File: src/core/pfb_defs.svh
`ifndef PFB_DEFS_SVH
`define PFB_DEFS_SVH

// ----------------------------------------
// Register byte offsets
// ----------------------------------------
`define PFB_OFS_FLAGS_C 4'h0
`define PFB_OFS_FLAGS_D 4'h4
`define PFB_OFS_EN_C 4'h8
`define PFB_OFS_EN_D 4'hc

// ----------------------------------------
// Field positions
// ----------------------------------------
`define PFB_POS_CAP4 5
`define PFB_POS_CAP3 4
`define PFB_POS_TMR6 3
`define PFB_POS_TMR4 1
`define PFB_POS_COLL 1
`define PFB_POS_DONE 0

// ----------------------------------------
// Implemented bits and reset values
// ----------------------------------------
`define PFB_MASK_C 8'h3a
`define PFB_MASK_D 8'h03
`define PFB_RST_FLAGS 8'h00
`define PFB_RST_EN 8'h00
`define PFB_RST_RDATA 32'h0000_0000

`endif

File: src/core/pfb_pkg.sv
package pfb_pkg;

    // ----------------------------------------
    // Bus handshake states
    // ----------------------------------------
    typedef enum logic [1:0] {
        pfb_idle = 2'b01,
        pfb_ack = 2'b10
    } pfb_bus_st_t;

    // ----------------------------------------
    // State records
    // ----------------------------------------
    typedef struct packed {
        pfb_bus_st_t bus;
        logic waitreq;
        logic [31:0] rdata;
        logic [7:0] en_c;
        logic [7:0] en_d;
        logic irq;
    } pfb_top_st_t;

    typedef struct packed {
        logic [7:0] flags;
    } pfb_cell_st_t;

    typedef struct packed {
        logic eq;
        logic hit;
    } pfb_match_st_t;

endpackage

File: src/core/pfb_flag_if.sv
`timescale 1ns/1ns
interface pfb_flag_if;
    logic [7:0] set;
    logic [7:0] wr_mask;
    logic [7:0] wr_data;
    logic [7:0] q;
    modport bank (input set, input wr_mask, input wr_data, output q);
    modport ctl (output set, output wr_mask, output wr_data, input q);
endinterface

File: src/core/pfb_flag_cell.sv
`timescale 1ns/1ns
`include "pfb_defs.svh"
module pfb_flag_cell #(
    parameter logic [7:0] IMPL_MASK = 8'hff
) (
    // Clock and reset
    input wire logic ref_clk_in,
    input wire logic srst_in,
    // Flag bank access
    pfb_flag_if.bank fl
);
    pfb_pkg::pfb_cell_st_t st_q;
    pfb_pkg::pfb_cell_st_t st_d;

    // ----------------------------------------
    // Sticky flags, hardware set beats write
    // ----------------------------------------
    always_comb begin
        st_d = st_q;
        st_d.flags = (st_q.flags & ~fl.wr_mask) | (fl.wr_data & fl.wr_mask);
        st_d.flags = (st_d.flags | fl.set) & IMPL_MASK;
    end

    always_ff @(posedge ref_clk_in) begin
        if (srst_in) begin
            st_q.flags <= `PFB_RST_FLAGS;
        end else begin
            st_q <= st_d;
        end
    end

    assign fl.q = st_q.flags;
endmodule

File: src/core/pfb_match_det.sv
`timescale 1ns/1ns
module pfb_match_det #(
    parameter int TW = 8
) (
    // Clock and reset
    input wire logic ref_clk_in,
    input wire logic srst_in,
    // Timer view
    input wire logic [TW-1:0] count_in,
    input wire logic [TW-1:0] period_in,
    // Match pulse
    output logic hit_out
);
    pfb_pkg::pfb_match_st_t st_q;
    pfb_pkg::pfb_match_st_t st_d;

    generate
        if (TW < 1 || TW > 16) begin : g_bad_tw
            $error("pfb_match_det: TW out of range");
        end
    endgenerate

    // ----------------------------------------
    // One pulse per new match, so a held match
    // does not refill a flag software cleared
    // ----------------------------------------
    always_comb begin
        st_d = st_q;
        st_d.eq = (count_in == period_in);
        st_d.hit = st_d.eq & ~st_q.eq;
    end

    always_ff @(posedge ref_clk_in) begin
        if (srst_in) begin
            st_q <= '0;
        end else begin
            st_q <= st_d;
        end
    end

    assign hit_out = st_q.hit;
endmodule

File: src/core/pfb_flags_bank.sv
// Function
// - Flags latch on event, whatever the enables
// - No enable or global gating on setting
// - Bank c bits: cap4 5, cap3 4, t6 3, t4 1
// - Timer flag sets when count equals period
// - Unused bits read zero, ignore writes
// - All flags clear on any reset
// - Bank d bit 1 set on collision
// - Bank d bit 0 set on serial completion
// - Serial flag zero while transfer pending
// - Bank d software writable, hardware set wins
`timescale 1ns/1ns
`include "pfb_defs.svh"
module pfb_flags_bank #(
    parameter int TW = 8
) (
    // Clock and reset
    input wire logic ref_clk_in,
    input wire logic srst_in,
    // Avalon-MM slave
    input wire logic [3:0] avs_address_in,
    input wire logic avs_read_in,
    input wire logic avs_write_in,
    input wire logic [31:0] avs_writedata_in,
    input wire logic [3:0] avs_byteenable_in,
    output logic [31:0] avs_readdata_out,
    output logic avs_waitrequest_out,
    // Capture/compare events
    input wire logic cap_unit3_event_in,
    input wire logic cap_unit4_event_in,
    // Timers
    input wire logic [TW-1:0] timer_four_count_in,
    input wire logic [TW-1:0] timer_four_period_in,
    input wire logic [TW-1:0] timer_six_count_in,
    input wire logic [TW-1:0] timer_six_period_in,
    // Second serial port events
    input wire logic serial2_done_event_in,
    input wire logic serial2_collision_event_in,
    // Request and flag views
    output logic peripheral_irq_out,
    output logic [7:0] flags_c_out,
    output logic [7:0] flags_d_out
);

    // ----------------------------------------
    // Helpers
    // ----------------------------------------
    function automatic logic addr_is(input logic [3:0] addr, input logic [3:0] ofs);
        addr_is = (addr[3:2] == ofs[3:2]);
    endfunction

    pfb_pkg::pfb_top_st_t st_q;
    pfb_pkg::pfb_top_st_t st_d;

    pfb_flag_if fc ();
    pfb_flag_if fd ();

    logic t4_hit;
    logic t6_hit;
    logic wr_ack;
    logic [7:0] wbyte;
    logic [7:0] rd_mux;
    logic [7:0] pend;

    generate
        if (TW < 1 || TW > 16) begin : g_bad_tw
            $error("pfb_flags_bank: TW out of range");
        end
    endgenerate

    // ----------------------------------------
    // Timer period match detectors
    // ----------------------------------------
    pfb_match_det #(
        .TW(TW)
    ) u_t4 (
        .ref_clk_in(ref_clk_in),
        .srst_in(srst_in),
        .count_in(timer_four_count_in),
        .period_in(timer_four_period_in),
        .hit_out(t4_hit)
    );

    pfb_match_det #(
        .TW(TW)
    ) u_t6 (
        .ref_clk_in(ref_clk_in),
        .srst_in(srst_in),
        .count_in(timer_six_count_in),
        .period_in(timer_six_period_in),
        .hit_out(t6_hit)
    );

    // ----------------------------------------
    // Flag banks
    // ----------------------------------------
    pfb_flag_cell #(
        .IMPL_MASK(`PFB_MASK_C)
    ) u_bank_c (
        .ref_clk_in(ref_clk_in),
        .srst_in(srst_in),
        .fl(fc.bank)
    );

    pfb_flag_cell #(
        .IMPL_MASK(`PFB_MASK_D)
    ) u_bank_d (
        .ref_clk_in(ref_clk_in),
        .srst_in(srst_in),
        .fl(fd.bank)
    );

    // ----------------------------------------
    // Event routing, never gated by enables
    // ----------------------------------------
    always_comb begin
        fc.set = 8'h00;
        fc.set[`PFB_POS_CAP4] = cap_unit4_event_in;
        fc.set[`PFB_POS_CAP3] = cap_unit3_event_in;
        fc.set[`PFB_POS_TMR6] = t6_hit;
        fc.set[`PFB_POS_TMR4] = t4_hit;
        fd.set = 8'h00;
        fd.set[`PFB_POS_COLL] = serial2_collision_event_in;
        // Hardware raises done only on completion, so it stays low in flight
        fd.set[`PFB_POS_DONE] = serial2_done_event_in;
    end

    // ----------------------------------------
    // Software writes, committed on the ack edge
    // ----------------------------------------
    assign wr_ack = (st_q.bus == pfb_pkg::pfb_ack) & avs_write_in & avs_byteenable_in[0];
    assign wbyte = avs_writedata_in[7:0];

    always_comb begin
        fc.wr_data = wbyte;
        fd.wr_data = wbyte;
        fc.wr_mask = 8'h00;
        fd.wr_mask = 8'h00;
        if (wr_ack && addr_is(avs_address_in, `PFB_OFS_FLAGS_C)) begin
            fc.wr_mask = `PFB_MASK_C;
        end
        if (wr_ack && addr_is(avs_address_in, `PFB_OFS_FLAGS_D)) begin
            // Only a software write or a reset can drop the collision flag
            fd.wr_mask = `PFB_MASK_D;
        end
    end

    // ----------------------------------------
    // Read mux
    // ----------------------------------------
    always_comb begin
        rd_mux = 8'h00;
        case (avs_address_in[3:2])
            2'(`PFB_OFS_FLAGS_C >> 2): begin
                rd_mux = fc.q;
            end
            2'(`PFB_OFS_FLAGS_D >> 2): begin
                rd_mux = fd.q;
            end
            2'(`PFB_OFS_EN_C >> 2): begin
                rd_mux = st_q.en_c;
            end
            2'(`PFB_OFS_EN_D >> 2): begin
                rd_mux = st_q.en_d;
            end
            default: begin
                rd_mux = 8'h00;
            end
        endcase
    end

    assign pend = (fc.q & st_q.en_c) | (fd.q & st_q.en_d);

    // ----------------------------------------
    // Bus handshake, enables and request
    // ----------------------------------------
    always_comb begin
        st_d = st_q;
        st_d.irq = |pend;
        case (st_q.bus)
            pfb_pkg::pfb_idle: begin
                st_d.waitreq = 1'b1;
                if (avs_read_in || avs_write_in) begin
                    st_d.bus = pfb_pkg::pfb_ack;
                    st_d.waitreq = 1'b0;
                    st_d.rdata = {24'h00_0000, rd_mux};
                end
            end
            pfb_pkg::pfb_ack: begin
                // Back to idle forces one wait cycle between requests
                st_d.bus = pfb_pkg::pfb_idle;
                st_d.waitreq = 1'b1;
                if (wr_ack && addr_is(avs_address_in, `PFB_OFS_EN_C)) begin
                    st_d.en_c = wbyte & `PFB_MASK_C;
                end
                if (wr_ack && addr_is(avs_address_in, `PFB_OFS_EN_D)) begin
                    st_d.en_d = wbyte & `PFB_MASK_D;
                end
            end
            default: begin
                st_d.bus = pfb_pkg::pfb_idle;
                st_d.waitreq = 1'b1;
            end
        endcase
    end

    always_ff @(posedge ref_clk_in) begin
        if (srst_in) begin
            st_q.bus <= pfb_pkg::pfb_idle;
            st_q.waitreq <= 1'b1;
            st_q.rdata <= `PFB_RST_RDATA;
            st_q.en_c <= `PFB_RST_EN;
            st_q.en_d <= `PFB_RST_EN;
            st_q.irq <= 1'b0;
        end else begin
            st_q <= st_d;
        end
    end

    assign avs_readdata_out = st_q.rdata;
    assign avs_waitrequest_out = st_q.waitreq;
    assign peripheral_irq_out = st_q.irq;
    assign flags_c_out = fc.q;
    assign flags_d_out = fd.q;

    logic t4_eq;
    logic wr_d_ack;
    assign t4_eq = (timer_four_count_in == timer_four_period_in);
    assign wr_d_ack = wr_ack & addr_is(avs_address_in, `PFB_OFS_FLAGS_D);

    logic t6_eq;
    logic wr_c_ack;
    assign t6_eq = (timer_six_count_in == timer_six_period_in);
    assign wr_c_ack = wr_ack & addr_is(avs_address_in, `PFB_OFS_FLAGS_C);
endmodule

File: config.mk
export PLATFORM = sky130hd
export DESIGN_NAME = pfb_flags_bank
export DESIGN_NICKNAME = d
export VERILOG_FILES = /design/src/core/pfb_pkg.sv /design/src/core/pfb_flag_if.sv /design/src/core/pfb_flag_cell.sv /design/src/core/pfb_match_det.sv /design/src/core/pfb_flags_bank.sv
export VERILOG_INCLUDE_DIRS = /design/src /design/src/core
export SDC_FILE = /design/constraint.sdc
export NUM_CORES = 1
export LEC_CHECK = 0
export BUFFER_PORTS_ARGS = -buffer_cell sky130_fd_sc_hd__buf_2
export CORE_MARGIN = 5
export CORE_UTILIZATION = 44
export DETAILED_ROUTE_END_ITERATION = 12
export PLACE_DENSITY = 0.93
export SYNTH_ARGS = -nofsm -noshare
export SYNTH_HDL_FRONTEND = slang
export SYNTH_HIERARCHICAL = 1
export SYNTH_SLANG_ARGS = --single-unit
File: constraint.sdc
create_clock -name ref_clk_in -period 3.16 [get_ports ref_clk_in]
set_input_delay 0.316 -clock ref_clk_in [delete_from_list [all_inputs] [get_ports ref_clk_in]]
set_output_delay 0.316 -clock ref_clk_in [all_outputs]
set_load 0.01 [all_outputs]
==> parameters.txt <==
Parameter                              Value

Outcome
  Result of the run ... completed

Clock tree
  CTS tree ... done
  Clock-pin transition on the worst setup and hold timing paths ... 0.09 ns
  Total of cells resized after clock tree synthesis ... 0
  Number of clock buffers inserted by TritonCTS ... 3
  Buffer levels on the longest clock path ... 2
  Total of hold buffers inserted after clock tree synthesis ... 0
  Later-pin clock latency in the skew report ... 0.27 ns
  Clock tree root buffer cell ... clkbuf_8
  Level count of the clock H-tree ... 1
  Postcts setup bufs ... 0
  Sink Count ... 28

Power and ir drop
  Comb pwr share ... 21.7%
  Leakage Power ... 0.8919 nW
  Sw Ratio ... 28.51%
  Internal power component ... 0.5223 mW
  Part of the power in the clock network ... 26.3%
  Peak supply drop ... 170.3 uV
  Sequential group share of total power ... 52.0%
  PD cells ... 379.9 nW/um^2
  Switching power total ... 0.2083 mW

Synth
  Proportion of synthesized flip-flops having asynchronous set or reset ... 0%
  Cell with the most instances after synthesis ... buf_4
  EDFF count, synth ... 0
  Sequential cell area fraction in the yosys report ... 32.02%
  Synthesis warning total ... 6
  Count of state elements after synthesis ... 28
  Share of the synthesized area in the top cell type ... 32.02%
  Unique masters post-synth ... 34
  Post-synth design cell area ... 1750 sq um
  Syn_area_per_cell ... 8.623 sq um
  Main flop type after synthesis ... dfxtp_1
  Top cells by area in the synthesized netlist ... dfxtp_1, buf_4, mux2i_1
  Ranking of synthesized cells by instance count ... buf_4, dfxtp_1, a21oi_1, mux2i_1, inv_1
  Cell type contributing the most total cell area after synthesis ... dfxtp_1
  Gate Count Post-Synth ... 203

Placement
  Instance area after placement ... 1882 sq um
  Half-perimeter wire length of the detailed placement result ... 3.007 mm
  Instance count after placement with tap cells included ... 297
  Post-place setup slack ... 1.327 ns
  Placer congestion estimate ... 0.8360
  Port Buf Inserts ... 63

Detailed routing
  Via count normalized by instance count ... 4.763
  Wire length reported by the detailed router ... 3.733 mm
  Number of remaining DRC errors ... 0
  Number of optimization iterations in the first detailed-route pass ... 2
  First-iteration detailed-routing DRC count ... 63
  Number of vias after detailed routing ... 1429
  Number of nets with antenna violations after routing ... 0
  Routed length per instance ... 12.44 um

STA
  Hold Worst Slack ... 0.2701 ns
  Tcrit/Tclk final ... 59.11%
  RSZ-0062 raised after global routing ... false
  Worst-Margin Slew ... 0.7548 ns
  Total setup violations reported at the end of the flow ... 0
  Fin Setup TNS ... 0 ns
  Worst Skew ... 0.004129 ns
  Relative slew margins ... 49.29%
  Count of pins over their slew limit ... 0
  Hold Violations, Final ... 0
  Setup slack of the critical path after layout ... 1.292 ns
  Final worst path period need ... 1.868 ns
  Peak clock frequency supported by timing ... 535.4 MHz

Setup path
  Depth of the worst register-to-register path ... 4
  Worst setup EP type ... flip-flop
  Register-to-Register Setup Slack ... 1.29 ns
  Required time reported for the critical path endpoint ... 3.31 ns
  Worst EP arrival ... 2.02 ns
  Critical-path maximum fanout ... 8
  Worst setup path class ... flip-flop to flip-flop
  Start of the worst register-to-register path ... st_q[50]
  RR Endpoint ... u_bank_c/fl.q[4]
  Kind of launch point of the worst setup path ... flip-flop

Cells and area
  Total Nets Final ... 332
  Area of all placed cells without fillers ... 1923 sq um
  Share of final-layout standard cells stronger than drive strength 1 ... 30.80%
  Cell Count, Final, Fillers Out ... 300
  Diode count ... 0
  Synthesis-to-layout area growth ... 9.864%

GRT
  First-pass GRT wire length ... 5.740 mm
  Largest net degree at the start of global routing ... 25
  Vias in the first global route ... 1368
  Global-route congestion overflow total ... 0
  GRT Overall Usage ... 13.41%
  Number of antenna violations at the first check in global routing ... 0

Hold path
  Depth of the worst hold-timing path ... 3
  Class of the most critical hold timing path ... primary input to flip-flop
  Hold path endpoint ... u_bank_c/fl.q[5]
  Start point of the worst hold path ... cap_unit4_event_in

Die
  DIE AREA ... 5340 sq um
  Count of standard-cell rows ... 23
  Core region area ... 3914 sq um
  Effective utilization at floorplan ... 44.73%
  Io pins ... 130
  Die Y-Extent ... 73.08 um
  Die extent in x ... 73.08 um

Run
  Max-cap violation count ... 0
==> worst max path at each step <==
stage / to / from / slack [ns] / depth (start not counted)
after floorplan: u_bank_c/fl.q[1] / avs_address_in[2] / 1.63 / 5
after global placement: u_bank_c/fl.q[4] / avs_write_in / 1.36 / 5
after detailed placement: u_bank_c/fl.q[4] / avs_write_in / 1.33 / 5
after CTS: u_bank_c/fl.q[4] / st_q[50] / 1.32 / 4
after global routing: u_bank_c/fl.q[4] / st_q[50] / 1.14 / 4
final: u_bank_c/fl.q[4] / st_q[50] / 1.29 / 4
==> area by class of cell <==
type,count,area [sq um]
multi-input combinational,144,898.4
clock buffer,3,41.29
timing repair buffer,63,315.3
tap,50,62.56
inverter,12,45.04
fill,401,1991
sequential,28,560.5
==> routing by layer <==
metal	GRT usage, %	routed length (um)	up-vias
met1	15.27	1442	640
met4	3.074	22	0
met3	3.581	416	2
li1	-	-	722
met5	0	0	-
met2	24.63	1851	65
==> cells in the final DEF, fill, tap and decap left out, types with 2 or more instances in the layout <==
cell       count
a211oi_1       4
a21oi_1       24
a22oi_1        3
a2bb2oi_1      3
and2b_2        3
buf_2         63
clkbuf_8       3
conb_1        34
dfxtp_1       28
inv_1         12
mux2i_1       13
nand3_1        8
nand4_1        2
nor2_1         4
nor2b_1        3
nor3_1         4
nor3_2         2
o21ai_0       10
o22ai_1        2
or4_1          3
or4_4          2
xor2_1        10
==> registers in the layout (all words and copies together) (netlist names) <==
signal / count
avs_readdata_out: 8
u_t6/st_q: 1
u_bank_d/fl.q: 2
u_t6/hit_out: 1
avs_waitrequest_out: 1
st_q: 8
u_t4/hit_out: 1
u_bank_c/fl.q: 4
u_t4/st_q: 1
peripheral_irq_out: 1
==> power by group through the flow <==
| stage | Combinational (mW) | Clock, mW | Sequential, mW |
|---|---|---|---|
| floorplan | 0.143 | 0 | 0.388 |
| global placement | 0.153 | 0 | 0.387 |
| detailed placement | 0.157 | 0 | 0.388 |
| CTS | 0.157 | 0.199 | 0.380 |
| global route | 0.177 | 0.206 | 0.382 |
| finish | 0.158 | 0.192 | 0.380 |
==> through the flow <==
step,total power [mW],util [%]
floorplan,0.5313,-
global placement,0.5397,48.08
detailed placement,0.5456,48.08
CTS,0.7366,49.14
global route,0.7648,49.14
finish,0.7306,49.14
==> critical path: stages (launching register included) <==
cell      delay (ns)
dfxtp_1         0.36
nand4b_1        0.36
nor3_1          0.68
mux2i_1         0.27
a21oi_1         0.08
==> cell families after synthesis <==
group                  share of synthesized area, %
flip-flops                                    32.02
other                                        0.6433
buffers and inverters                         23.30
XOR/XNOR                                      5.003
AO/OA/AOI/OAI                                 15.73
multiplexers                                  8.720
AND/OR/NAND/NOR                               14.58
Note: power is estimated with default switching activity, not from simulation.
